`src/common/zfs_pkg.sv`:
```
// Package for the zone fault sharing node: node types, error categories, reset values.
// Assumes a single 50 MHz clock domain and an active-low asynchronous reset.
package zfs_pkg;

	// Two-bit node type code, values 0..3 select types 1..4
	typedef enum logic [1:0]
	{
		ZFS_TYPE_1 = 2'h0,
		ZFS_TYPE_2 = 2'h1,
		ZFS_TYPE_3 = 2'h2,
		ZFS_TYPE_4 = 2'h3
	} zfs_node_type;

	// Diagnostic category codes of a local error report
	localparam logic [1:0] ZFS_CAT_NONE = 2'h0;
	localparam logic [1:0] ZFS_CAT_F3   = 2'h1;
	localparam logic [1:0] ZFS_CAT_F7   = 2'h2;
	localparam logic [1:0] ZFS_CAT_F83  = 2'h3;

	localparam zfs_node_type ZFS_TYPE_RST     = ZFS_TYPE_4;
	localparam logic         ZFS_ZONE_ERR_RST = 1'h0;

	// One-hot node state
	typedef enum logic [2:0]
	{
		ZFS_ST_IDLE   = 3'h1,
		ZFS_ST_WARN   = 3'h2,
		ZFS_ST_LOCAL  = 3'h4
	} zfs_state_type;

endpackage

```
`src/common/zfs_cfg_if.sv`:
```
// Interface carrying the decoded inject and react bits from the config holder to the node.
// Assumes both ends run on the same clock.
`timescale 1ns/100ps
`default_nettype none
interface zfs_cfg_if;
	logic inject;
	logic react;
	modport holder (output inject, output react);
	modport node   (input  inject, input  react);
endinterface
`default_nettype wire

```
`src/core/zfs_cfg.sv`:
```
// Holds the node type, loaded by a strobe, and decodes its inject and react bits.
// Assumes the load strobe and type are synchronous to clk_i.
`timescale 1ns/100ps
`default_nettype none
module zfs_cfg
(
	input  wire logic                 clk_i,
	input  wire logic                 resetn_i,
	input  wire logic                 load_i,
	input  wire zfs_pkg::zfs_node_type type_i,
	output var zfs_pkg::zfs_node_type  type_o,
	zfs_cfg_if.holder                 cfg
);
	import zfs_pkg::*;

	zfs_node_type node_type;

	always_ff @(posedge clk_i or negedge resetn_i)
	begin
		if (!resetn_i)
			node_type <= ZFS_TYPE_RST;
		else if (load_i)
			node_type <= type_i;
	end

	assign type_o = node_type;
	assign cfg.inject = (node_type == ZFS_TYPE_1) || (node_type == ZFS_TYPE_2);
	assign cfg.react  = (node_type == ZFS_TYPE_1) || (node_type == ZFS_TYPE_3);
endmodule // zfs_cfg
`default_nettype wire

```
`src/core/zfs_node.sv`:
```
// Zone fault sharing node: forwards or injects zone error, raises warning and reaction.
// Assumes zone bus input and local error inputs are synchronous to clk_i.
//
// Functional notes
// - Each node holds one of four types
// - Types 1,2 inject local error downstream
// - Types 1,2 error-free forward previous status
// - Types 3,4 always forward, never inject
// - Types 1,3 warn and react if error-free
// - Warning holds while incoming zone error holds
// - Types 2,4 never warn nor react
// - Zone error persists until injectors clear
// - Warning-only node recovers automatically
// - Local error means F3, F7, F83 category
`timescale 1ns/100ps
`default_nettype none
module zfs_node
(
	input  wire logic                  clk_i,
	input  wire logic                  resetn_i,
	input  wire logic                  cfg_load_i,
	input  wire zfs_pkg::zfs_node_type cfg_type_i,
	input  wire logic [1:0]            local_err_cat_i,
	input  wire logic                  zone_err_in_i,
	output logic                       zone_err_out_o,
	output logic                       zone_fault_warning_o,
	output logic                       error_reaction_o,
	output logic                       local_err_o,
	output var zfs_pkg::zfs_node_type  node_type_o
);
	import zfs_pkg::*;

	zfs_cfg_if     cfg_bus();
	zfs_node_type  type_q;
	zfs_state_type state;
	zfs_state_type next_state;

	zfs_cfg u_cfg
	(
		.clk_i    (clk_i),
		.resetn_i (resetn_i),
		.load_i   (cfg_load_i),
		.type_i   (cfg_type_i),
		.type_o   (type_q),
		.cfg      (cfg_bus.holder)
	);

	wire local_err = (local_err_cat_i == ZFS_CAT_F3) || (local_err_cat_i == ZFS_CAT_F7)
		|| (local_err_cat_i == ZFS_CAT_F83);

	wire next_zone_out = (cfg_bus.inject && local_err) ? 1'h1 : zone_err_in_i;

	wire warn_cond = cfg_bus.react && zone_err_in_i && !local_err;

	always_comb
	begin
		next_state = ZFS_ST_IDLE;
		if (local_err)
			next_state = ZFS_ST_LOCAL;
		else if (warn_cond)
			next_state = ZFS_ST_WARN;
	end

	// Reaction is a level like the warning; a pulse would be lost if the bus error stays
	always_ff @(posedge clk_i or negedge resetn_i)
	begin
		if (!resetn_i)
		begin
			state                <= ZFS_ST_IDLE;
			zone_err_out_o       <= ZFS_ZONE_ERR_RST;
			zone_fault_warning_o <= 1'h0;
			error_reaction_o     <= 1'h0;
			local_err_o          <= 1'h0;
		end
		else
		begin
			state                <= next_state;
			zone_err_out_o       <= next_zone_out;
			zone_fault_warning_o <= warn_cond;
			error_reaction_o     <= warn_cond;
			local_err_o          <= local_err;
		end
	end

	// Type is registered in the holder, so it comes straight from a flip-flop
	assign node_type_o = type_q;
endmodule // zfs_node
`default_nettype wire

```
`config.mk`:
```
export PLATFORM = sky130hd
export DESIGN_NAME = zfs_node
export DESIGN_NICKNAME = d
export VERILOG_FILES = /design/src/common/zfs_pkg.sv /design/src/common/zfs_cfg_if.sv /design/src/core/zfs_cfg.sv /design/src/core/zfs_node.sv
export SDC_FILE = /design/constraint.sdc
export NUM_CORES = 1
export LEC_CHECK = 0
export BUFFER_PORTS_ARGS = -buffer_cell sky130_fd_sc_hd__buf_2
export CAP_MARGIN = 30
export CORE_AREA = 2 2 39 41
export DETAILED_ROUTE_END_ITERATION = 8
export DIE_AREA = 0 0 41 43
export PLACE_DENSITY_LB_ADDON = 0.12
export SLEW_MARGIN = 30
export SYNTH_ARGS = -nofsm -noshare
export SYNTH_HDL_FRONTEND = slang
export SYNTH_HIERARCHICAL = 1
export SYNTH_SLANG_ARGS = --single-unit
```
`constraint.sdc`:
```
create_clock -name clk_i -period 1.6 [get_ports clk_i]
set_clock_uncertainty 0.2 [all_clocks]
set_input_delay 0.16 -clock clk_i [delete_from_list [all_inputs] [get_ports clk_i]]
set_output_delay 0.16 -clock clk_i [all_outputs]
set_load 0.01 [all_outputs]
```
Yosys cells after proc, flatten, opt, wreduce, memory -nomap -nowiden
Cells that the tools add are included.
- $add $sub $neg: 0
- multiply operators: 0
- divide/modulo/power cells: 0
- order comparisons: 0
- equal/unequal tests: 5
- shift-type cells: 0
- mux-type cells: 1
- bitwise gates (word level): 0
- reduce and logical (&&, ||, !) cells: 9
- operators by type and width (cell ; number):
    $eq A2 B2 Y1 const B ; 3
    $eq A2 B1 Y1 const B ; 2
    $logic_or A1 B1 Y1 ; 4
    $logic_and A1 B1 Y1 ; 3
    $logic_not A2 Y1 ; 1
    $logic_not A1 Y1 ; 1
    $mux W1 ; 1
- flip-flop bits (word level): 5
- latch bits: 0
- bits in writable memories: 0
- bits in read-only memories: 0
- bits of input ports: 8
- output and inout port bits: 6
- memories: 0

Longest topological paths before layout
Gate-level depths: netlist (run 1).
- depth after elaboration: 5
- depth in mapped cells: 3
- mapped depth without buffers: 3

Hierarchy
Netlist (run 1), hierarchy kept.
- modules (own cells, without submodules) (module ; instances ; cells each ; area each (sq um) ; sequential area each (sq um)):
    zfs_node ; 1 ; 8 ; 106.4 ; 75.1
    zfs_cfg ; 1 ; 6 ; 82.6 ; 52.6

Worst setup path after synthesis (run 1)
Ideal clock, no wire load.
- path kind: reg-to-reg
- start point: register u_cfg.node_type[1], in the netlist u_cfg/type_o[1]
- end point: register zone_err_out_o
- setup time: 118 ps
- arrival time: 714 ps
- setup slack: 568 ps
- stages on the path, launching flop included: 3
- path buffers: 0
- clock period less this slack: 1032 ps
- path through: dfstp_2 inv_1 a21o_1
- word-level cells in the longest chain between the ends: 4
- elaborated cells on any way between the ends: 5
- RTL lines (element ; line ; RTL):
    start, declared ; zfs_cfg.sv:16 ; zfs_node_type node_type;
    start signal, assigned ; zfs_cfg.sv:23 ; node_type <= type_i;
    $eq A2 B1 Y1 or $logic_not A2 Y1 (tied branches) ; zfs_cfg.sv:27 ; assign cfg.inject = (node_type == ZFS_TYPE_1) || (node_type == ZFS_TYPE_2);
    $logic_or A1 B1 Y1 (*) ; zfs_cfg.sv:27 ;
    via cfg_bus.inject ; zfs_cfg_if.sv:6 ; logic inject;
    $logic_and A1 B1 Y1 (*) ; zfs_node.sv:51 ; wire next_zone_out = (cfg_bus.inject && local_err) ? 1'h1 : zone_err_in_i;
    $mux W1 (*) ; zfs_node.sv:51 ;
    via next_zone_out ; zfs_node.sv:51 ;
    end signal, assigned ; zfs_node.sv:78 ; zone_err_out_o <= next_zone_out;
    end, declared ; zfs_node.sv:25 ; output logic zone_err_out_o,
Mark *: on every way through the listed nets, which the timed path passes. The rest lies on a longest branch.
A chain may end at the register's enable or synchronous reset.

Worst setup path after layout (run 1)
- start point: input port local_err_cat_i[0]
- end point: register zone_err_out_o
- word-level cells in the longest chain between the ends: 5
- elaborated cells on any way between the ends: 7
- RTL lines (element ; line ; RTL):
    start, declared ; zfs_node.sv:23 ; input wire logic [1:0] local_err_cat_i,
    $eq A2 B1 Y1 or $eq A2 B2 Y1 (tied branches) ; zfs_node.sv:48 ; wire local_err = (local_err_cat_i == ZFS_CAT_F3) || (local_err_cat_i == ZFS_CAT_F7)
    $logic_or A1 B1 Y1 ; zfs_node.sv:48 ;
    $logic_or A1 B1 Y1 (*) ; zfs_node.sv:49 ; || (local_err_cat_i == ZFS_CAT_F83);
    via local_err ; zfs_node.sv:48 ;
    $logic_and A1 B1 Y1 (*) ; zfs_node.sv:51 ;
    $mux W1 (*) ; zfs_node.sv:51 ;
    via next_zone_out ; zfs_node.sv:51 ;
Marks and branches as above.

==> results.md, run 1 <==
- Max cap viols: 0
- CTS clk-pin slew, worst paths: 0.04 ns
- Clk buf depth: 2
- Total gr overflow: 0
- Tmin final: 1.29 ns
- Initial Util: 13.7%
- Layout area overhead: 92.1%
- Critical Path, Cell by Cell: dlygate4sd3_1, buf_2, or2_4, a21o_1
- Post-synth cell types: 9
- Post-Synthesis Net Count: 22
- Worst Setup End Kind: flip-flop
- Iter 0 DRT Violations: 0
- Die height: 43 um
- Vias in the first global route: 197
- Yosys warning total: 6
- Post-Syn Instances: 14
- Hold Fails Final Rpt: 0
- Hold slack: 0.0599 ns
- Hold buffers post-CTS: 7
- Cell count of the worst reg-to-reg path: 2
- Avg WL per Cell: 8.11 um
- Register bit total from synthesis: 5
- Vias per std cell: 3.36
- Crit path largest cell delay: 0.53 ns
- Startpoint types: primary input
- Post-route ant nets: 0
- # IOs: 14
- Initial antenna violation count: 0
- R2r setup slk: 0.58 ns
- Crit path buf inv count: 2
- Synth Area per Inst: 13.5 sq um
- Reg-to-Reg Start: u_cfg/type_o[1]
- PwrDens: 947 nW/um^2
- Worst path slowest cell: dlygate4sd3_1
- Clk Latency, worst-skew pair: 0.24 ns
- R2r endpoint: zone_err_out_o
- # DRC: 0
- Max VDD drop: 394 uV
- All-Layer GR Usage: 6.46%
- DRT Pass-1 Iters: 1
- Largest net degree at the start of global routing: 6
- CTS tree: built
- CTS buffer count: 3
- Post-synthesis sequential area ratio: 67.5%
- CTS H-tree depth: 1
- Req. time, crit path: 1.53 ns
- Root buf cell: clkbuf_4
- Relative slew slack: 92.2%
- Crit path DAT: 1.22 ns
- Pins over their slew limit: 0
- Global-route wire length before repair: 696 um
- Die Wd: 41 um
- Final worst path period share: 80.7%
- Synth Cell Area: 189 sq um
- Max Freq: 775 MHz
- Diode count: 0
- Delay-heaviest family, CP: buffers and inverters
- Final wirelength: 430 um
- Core Area: 1380 sq um
- # nets final: 46
- Tightest Hold Check Type: primary input to asynchronous set/reset pin
- Status: completed
- Setup TNS: 0 ns
- Layout cells sized above 1: 56.8%
- RSZ-0062 raised after global routing: no
- Postcts setup bufs: 0
- WS Path Type: primary input to flip-flop
- Routability cong.: 0.529
- I/O Buffers: 13
- Cell Rows: 14
- DIE AREA: 1760 sq um
- LEAKAGE: 0.183 nW
- Fillers: 158
- Final setup fails: 0
- Post_cts resized: 0
- Measured slew at the worst slew-check pin: 0.117 ns
- Crit path max fanout: 3
- Sink Count: 5
- Vias after detailed routing: 178
## cell usage in the layout, fill, tap and decap left out
master          n
dfstp_2         2
clkbuf_1        1
clkbuf_4        3
a21o_1          1
nor2_1          1
mux2_2          2
buf_2          13
or2_4           1
dfrtp_1         3
dlygate4sd3_1   7
inv_1           2
nand2_1         1
## per-stage QoR
step	setup WS (ns)	instance area [sq um]	power (mW)	instances	utilization, %
finish	0.309	363	0.343	53	26.2
CTS	0.314	363	0.353	53	26.2
global placement	0.599	267	0.186	42	19.3
global route	0.293	363	0.371	53	26.2
floorplan	0.568	189	0.165	14	-
detailed placement	0.583	267	0.187	42	19.3
## state kept, by name (all words and copies together) (netlist names)
signal and flops:
local_err_o 1, u_cfg/type_o 2, zone_err_out_o 1, zone_fault_warning_o 1
## worst max-delay path by stage
stage / start / end / slack, ns / depth (start not counted)
floorplan: u_cfg/type_o[1] / zone_err_out_o / 0.57 / 2
global placement: u_cfg/type_o[1] / zone_err_out_o / 0.60 / 2
detailed placement: u_cfg/type_o[1] / zone_err_out_o / 0.58 / 2
CTS: local_err_cat_i[0] / zone_err_out_o / 0.31 / 4
global route: local_err_cat_i[0] / zone_err_out_o / 0.29 / 4
finish: local_err_cat_i[0] / zone_err_out_o / 0.31 / 4
## kinds of logic after synthesis
family | count (synthesis) | synth area share [%]
flip-flops | 5 | 67.5
AND/OR/NAND/NOR | 3 | 8.61
AO/OA/AOI/OAI | 1 | 3.97
buffers and inverters | 3 | 7.95
multiplexers | 2 | 11.9
## area by class of cell
type	instances	area (sq um)	area share, %
Multi-Input combinational cell	6	46.3	12.8
Inverter	2	7.51	2.07
Timing Repair Buffer	20	135	37.2
Sequential cell	5	128	35.2
Tap cell	16	20.0	5.52
Clock buffer	4	26.3	7.24
## power breakdown
group	internal, mW	switching, mW	leakage (nW)
Sequential	0.140	0.00423	0.0556
Combinational	0.0324	0.0204	0.112
Clock	0.0943	0.0521	0.0150
Total	0.267	0.0768	0.183
## cells in the mapped netlist
library cell	number	area [sq um]
inv_1	2	7.51
dfstp_2	2	52.6
nor2_1	1	3.75
buf_4	1	7.51
dfrtp_1	3	75.1
nand2_1	1	3.75
or2_4	1	8.76
a21o_1	1	7.51
mux2_2	2	22.5
## routing by layer
| layer | share of wire (%) | track usage [%] | vias to the layer above | wire length, um |
|---|---|---|---|---|
| li1 | - | - | 88 | - |
| met1 | 37 | 5.90 | 74 | 160 |
| met2 | 44 | 9.69 | 16 | 191 |
| met3 | 18 | 6.28 | 0 | 78 |
| met4 | 0 | 2.00 | 0 | 0 |
| met5 | 0 | 0 | - | 0 |
No activity file was read; power rests on OpenSTA's default activity.
==> inputs of run 2 (changes only) <==
==> constraint.sdc (replaced) <==
create_clock -name clk_i -period 1.2 [get_ports clk_i]
set_clock_uncertainty 0.2 [all_clocks]
set_input_delay 0.12 -clock clk_i [delete_from_list [all_inputs] [get_ports clk_i]]
set_output_delay 0.12 -clock clk_i [all_outputs]
set_load 0.01 [all_outputs]
==> results.md, run 2 (synthesis gave the netlist of run 1 again) <==
- Worst path slowest cell: dfstp_2
- Cell count of the worst reg-to-reg path: 3 (+1)
- Crit path largest cell delay: 0.55 ns (+0.02 ns)
- Worst Setup End Kind: output pin
- Worst setup startpoint: u_cfg/type_o[0]
- Clk buf depth: 2 (unchanged)
- # DRC: 0 (unchanged)
- Layout cells sized above 1: 59.5% (+2.7 points)
- LEAKAGE: 0.186 nW (+1.9%)
- Most frequent cells in the layout: buf_2 (11), dlygate4sd3_1 (6), clkbuf_4 (3), dfrtp_1 (3)
- PwrDens: 1270 nW/um^2 (+34%)
- R2r setup slk: 0.09 ns (-0.49 ns)
- CTS buffer count: 3 (unchanged)
- Sink Count: 5 (unchanged)
- All-Layer GR Usage: 6.57% (+0.10 points)
- Sw Ratio: 22.6% (+0.23 points)
- Power Total: 0.472 mW (+37%)
- Max VDD drop: 544 uV (+38%)
- Clk pwr share: 41.8% (-0.8 points)
- Max cap viols: 0 (unchanged)
- Startpoint types: flip-flop
- Relative slew slack: 92.3% (+0.094 points)
- Max Freq: 828 MHz
- Vias per std cell: 3.34 (-0.56%)
- Leading cell type in the layout, fill and taps excluded: buf_2
- Die Wd: 41 um (unchanged)
- Status: finished, violations left
- Root buf cell: clkbuf_4
- Iter 0 DRT Violations: 1 (+1)
- CP endpoint: node_type_o[0]
- Initial Util: 13.7% (unchanged)
- Tmin final: 1.21 ns
- Final setup fails: 1 (+1)
- Clk Latency, worst-skew pair: 0.24 ns (about the same)
- Global-route wire length before repair: 703 um (+1.0%)
- Initial antenna violation count: 0 (unchanged)
- Avg WL per Cell: 8.19 um (+0.93%)
- Cell internal pwr: 0.365 mW (+37%)
- # IOs: 14 (unchanged)
- Tightest Hold Check Type: primary input to flip-flop
- Core Area: 1380 sq um (unchanged)
- DRT Pass-1 Iters: 2 (+1)
- Diode count: 0 (unchanged)
- Layout area overhead: 97.4%
- Hold Fails Final Rpt: 1 (+1)
- CTS clk-pin slew, worst paths: 0.04 ns (about the same)
- Core Util, Final: 26.9% (+0.72 points)
- Comb pwr share: 17.2% (+1.8 points)
- Crit path depth: 1 (-3)
- Hold slack: -0.0220 ns (-0.0818 ns)
- Crit path buf inv count: 1 (-1)
- DIE AREA: 1760 sq um (unchanged)
- Reg power frac: 41.0% (-1.0 points)
- Vias after detailed routing: 177 (-0.56%)
- Crit path DAT: 0.89 ns (-0.33 ns)
- Reg-to-Reg Start: u_cfg/type_o[1]
- Vias in the first global route: 190 (-3.6%)
- Req. time, crit path: 0.88 ns (-0.65 ns)
- Failing checks: negative hold slack, negative setup slack
- # nets final: 46 (unchanged)
- WS Path Type: flip-flop to output pin
- CTS tree: built
- Post-route ant nets: 0 (unchanged)
- RSZ-0062 raised after global routing: yes
- Final worst path period share: 101%
- Final wirelength: 434 um (+0.93%)
- Cell Rows: 14 (unchanged)
- Largest net degree at the start of global routing: 6 (unchanged)
- Slack of the critical path: -0.00738 ns (-0.317 ns)
- Routability cong.: 0.529 (unchanged)
- Delay-heaviest family, CP: flip-flops
- CTS H-tree depth: 1 (unchanged)
- Max reg flops: 2 (unchanged)
- Total gr overflow: 0 (unchanged)
- Critical Path, Cell by Cell: buf_6
- Pins over their slew limit: 0 (unchanged)
- Measured slew at the worst slew-check pin: 0.116 ns (-0.00141 ns)
- Fillers: 156 (-1.3%)
- Die height: 43 um (unchanged)
- Sw Pwr: 0.107 mW (+39%)
- R2r endpoint: zone_err_out_o
- Crit path max fanout: 3 (unchanged)
- I/O Buffers: 13 (unchanged)
==> run 2: area by class of cell <==
cell class / count / area (sq um) / share of cell area (%)
Sequential cell: 5 / 128 / 34.2
Inverter: 2 / 7.51 / 2.01
Timing Repair Buffer: 20 / 145 / 38.9
Multi-Input combinational cell: 6 / 46.3 / 12.4
Tap cell: 16 / 20.0 / 5.37
Clock buffer: 4 / 26.3 / 7.05
==> run 2: how the worst min path moves through the flow <==
stage | from | end | slack [ns] | cells past startpoint
detailed placement | resetn_i | local_err_o | -0.26 | 1
global placement | resetn_i | local_err_o | -0.26 | 1
floorplan | resetn_i | local_err_o | -0.38 | 0
global route | local_err_cat_i[1] | zone_err_out_o | -0.004 | 3
CTS | local_err_cat_i[1] | local_err_o | -0.11 | 2
finish | local_err_cat_i[1] | zone_err_out_o | -0.02 | 3
==> run 2: power groups by stage <==
stage	clock [mW]	combinational (mW)	sequential (mW)
CTS	0.206	0.0803	0.194
detailed placement	0	0.0540	0.195
finish	0.197	0.0813	0.193
global route	0.221	0.0903	0.195
global placement	0	0.0539	0.194
floorplan	0	0.0183	0.202
==> run 2: what timing repair did <==
item	CTS	global route
hold buffers	5	1
gates resized for setup	2	0
hold endpoints to repair	10	2
endpoints found under the setup margin	2	2
buffers inserted	1	0
==> run 2: stage by stage <==
step / instances / TNS [ns] / area, sq um / setup slack [ns]
finish: 53 / -0.00738 / 373 / -0.00738
global route: 53 / -0.0554 / 373 / -0.0442
CTS: 52 / -0.0163 / 363 / -0.0163
detailed placement: 42 / 0 / 267 / 0.183
global placement: 42 / 0 / 267 / 0.199
floorplan: 14 / 0 / 189 / 0.168
==> run 2: per-layer routing <==
metal	track usage [%]	up-vias	wire length [um]
met4	2.00	0	0
met1	5.90	72	165
met2	10.0	16	191
li1	-	89	-
met3	6.28	0	77
met5	0	-	0
==> inputs of run 3 (changes only) <==
--- a/config.mk
+++ b/config.mk
@@ -11,6 +11,7 @@
 export DETAILED_ROUTE_END_ITERATION = 8
 export DIE_AREA = 0 0 41 43
 export PLACE_DENSITY_LB_ADDON = 0.12
+export RECOVER_POWER = 100
 export SLEW_MARGIN = 30
 export SYNTH_ARGS = -nofsm -noshare
 export SYNTH_HDL_FRONTEND = slang
==> results.md, run 3 (synthesis gave the netlist of run 1 again) <==
- Status: finished, violations left
- Failing checks: negative hold slack, negative setup slack
- Die Wd: 41 um (unchanged)
- Relative slew slack: 81.7% (-11 points)
- Hold slack: -0.0255 ns (-0.00349 ns)
- Diode count: 0 (unchanged)
- Die height: 43 um (unchanged)
- Hold Fails Final Rpt: 1 (unchanged)
- Layout area overhead: 92.1%
- I/O Buffers: 13 (unchanged)
- Pins over their slew limit: 0 (unchanged)
- Avg WL per Cell: 8.26 um (+0.92%)
- Max Freq: 828 MHz (about the same)
- Iter 0 DRT Violations: 1 (unchanged)
- Crit path largest cell delay: 0.55 ns (about the same)
- Vias in the first global route: 190 (unchanged)
- Multi-input gate area: 43.8 sq um (-5.4%)
- Leading cell type in the layout, fill and taps excluded: clkbuf_1
- Setup TNS: -0.0101 ns (-0.00270 ns)
- Sink Count: 5 (unchanged)
- LEAKAGE: 0.168 nW (-10%)
- Delay-heaviest family, CP: flip-flops
- Final setup fails: 2 (+1)
- Slack of the critical path: -0.00741 ns (-0.0000340 ns)
- Largest net degree at the start of global routing: 6 (unchanged)
- WS Path Type: flip-flop to output pin
- Routability cong.: 0.529 (unchanged)
- Initial Util: 13.7% (unchanged)
- Tmin final: 1.21 ns (+0.0000340 ns)
- Startpoint types: flip-flop
- CTS buffer count: 3 (unchanged)
- Crit path depth: 1 (unchanged)
- Fillers: 158 (+1.3%)
- Worst path slowest cell: dfstp_2
- RSZ-0062 raised after global routing: yes
- CTS H-tree depth: 1 (unchanged)
- Pre-CTS WS: 0.183 ns (unchanged)
- Final worst path period share: 101% (about the same)
- # nets final: 46 (unchanged)
- Cell Rows: 14 (unchanged)
- Clk buf depth: 2 (unchanged)
- Final wirelength: 438 um (+0.92%)
- Global-route wire length before repair: 703 um (unchanged)
- DRT Pass-1 Iters: 4 (+2)
- Post-route ant nets: 0 (unchanged)
- Measured slew at the worst slew-check pin: 0.274 ns (+0.158 ns)
- Crit path DAT: 0.89 ns (about the same)
- Tightest Hold Check Type: primary input to flip-flop
- Max VDD drop: 544 uV (about the same)
- All-Layer GR Usage: 6.57% (unchanged)
- Reg area: 128 sq um (unchanged)
- Clk Latency, worst-skew pair: 0.24 ns (about the same)
- Core Area: 1380 sq um (unchanged)
- Crit path buf inv count: 1 (unchanged)
- Most frequent cells in the layout: clkbuf_1 (7), dlygate4sd3_1 (6), buf_2 (5), clkbuf_4 (3), dfrtp_1 (3)
- Root buf cell: clkbuf_4
- Hold depth: 3 (unchanged)
- # IOs: 14 (unchanged)
- Vias after detailed routing: 177 (unchanged)
- Max reg flops: 2 (unchanged)
- CTS tree: built
- Critical Path, Cell by Cell: buf_6
- Initial antenna violation count: 0 (unchanged)
- Req. time, crit path: 0.88 ns (about the same)
- Vias per std cell: 3.34 (unchanged)
- Core Util, Final: 26.2% (-0.72 points)
- CTS clk-pin slew, worst paths: 0.04 ns (about the same)
- Cell count of the worst reg-to-reg path: 3 (unchanged)
- DIE AREA: 1760 sq um (unchanged)
- Total gr overflow: 0 (unchanged)
- PwrDens: 1290 nW/um^2 (+1.9%)
- Max cap viols: 0 (unchanged)
- Crit path max fanout: 3 (unchanged)
- # DRC: 0 (unchanged)
- Layout cells sized above 1: 43.2% (-16 points)
- Worst Setup End Kind: output pin
==> run 3: cell count changes in the layout (fill, tap and decap cells not counted) <==
cell / before / now
buf_2: 11 / 5
clkbuf_1: 1 / 7
or2_4: 1 / 0
or2_2: 0 / 1
==> run 3: cell type report <==
type / count / share of cell area [%]
tap: 16 / 5.52
clock buffer: 4 / 7.24
multi-input combinational: 6 / 12.1
sequential: 5 / 35.2
timing repair buffer: 20 / 37.9
inverter: 2 / 2.07
==> run 3: repair_timing <==
item                       4_1_cts  5_1_grt
hold endpoints to repair        10        2
resized for setup                2        0
setup endpoints to repair        2        2
setup buffers                    1        0
hold buffers                     5        1
==> run 3: where the power goes <==
group,internal [mW],total (mW),leakage [nW],switching (mW)
combinational,0.0489,0.0775,0.0970,0.0286
clock,0.126,0.197,0.0150,0.0709
sequential,0.187,0.194,0.0556,0.00689
total,0.361,0.468,0.168,0.106
==> run 3: worst min-delay path, stage by stage <==
cell and delay [ns]:
buf_2 0.07, or2_2 0.09, a21o_1 0.10
==> run 3: path summary, 6_finish.rpt <==
kind | startpoint | to | slack [ns]
min in group asynchronous | resetn_i | local_err_o | 0.06
min reg2reg | u_cfg/type_o[0] | zone_fault_warning_o | 0.38
max | u_cfg/type_o[0] | node_type_o[0] | -0.007
max in group asynchronous | resetn_i | u_cfg/type_o[0] | 0.47
max reg2reg | u_cfg/type_o[1] | zone_err_out_o | 0.09
min | local_err_cat_i[1] | zone_err_out_o | -0.03
==> run 3: metal layers <==
metal	track usage (%)	vias to the layer above	wire [um]
met5	0	-	0
met4	2.00	0	0
met3	6.28	0	80
met2	10.0	16	191
met1	5.90	72	166
li1	-	89	-
==> run 3: per-stage QoR <==
stage,area (sq um),power [mW],cells
floorplan,189,0.220,14
global placement,267,0.248,42
detailed placement,267,0.249,42
CTS,363,0.480,52
global route,363,0.502,53
finish,363,0.468,53
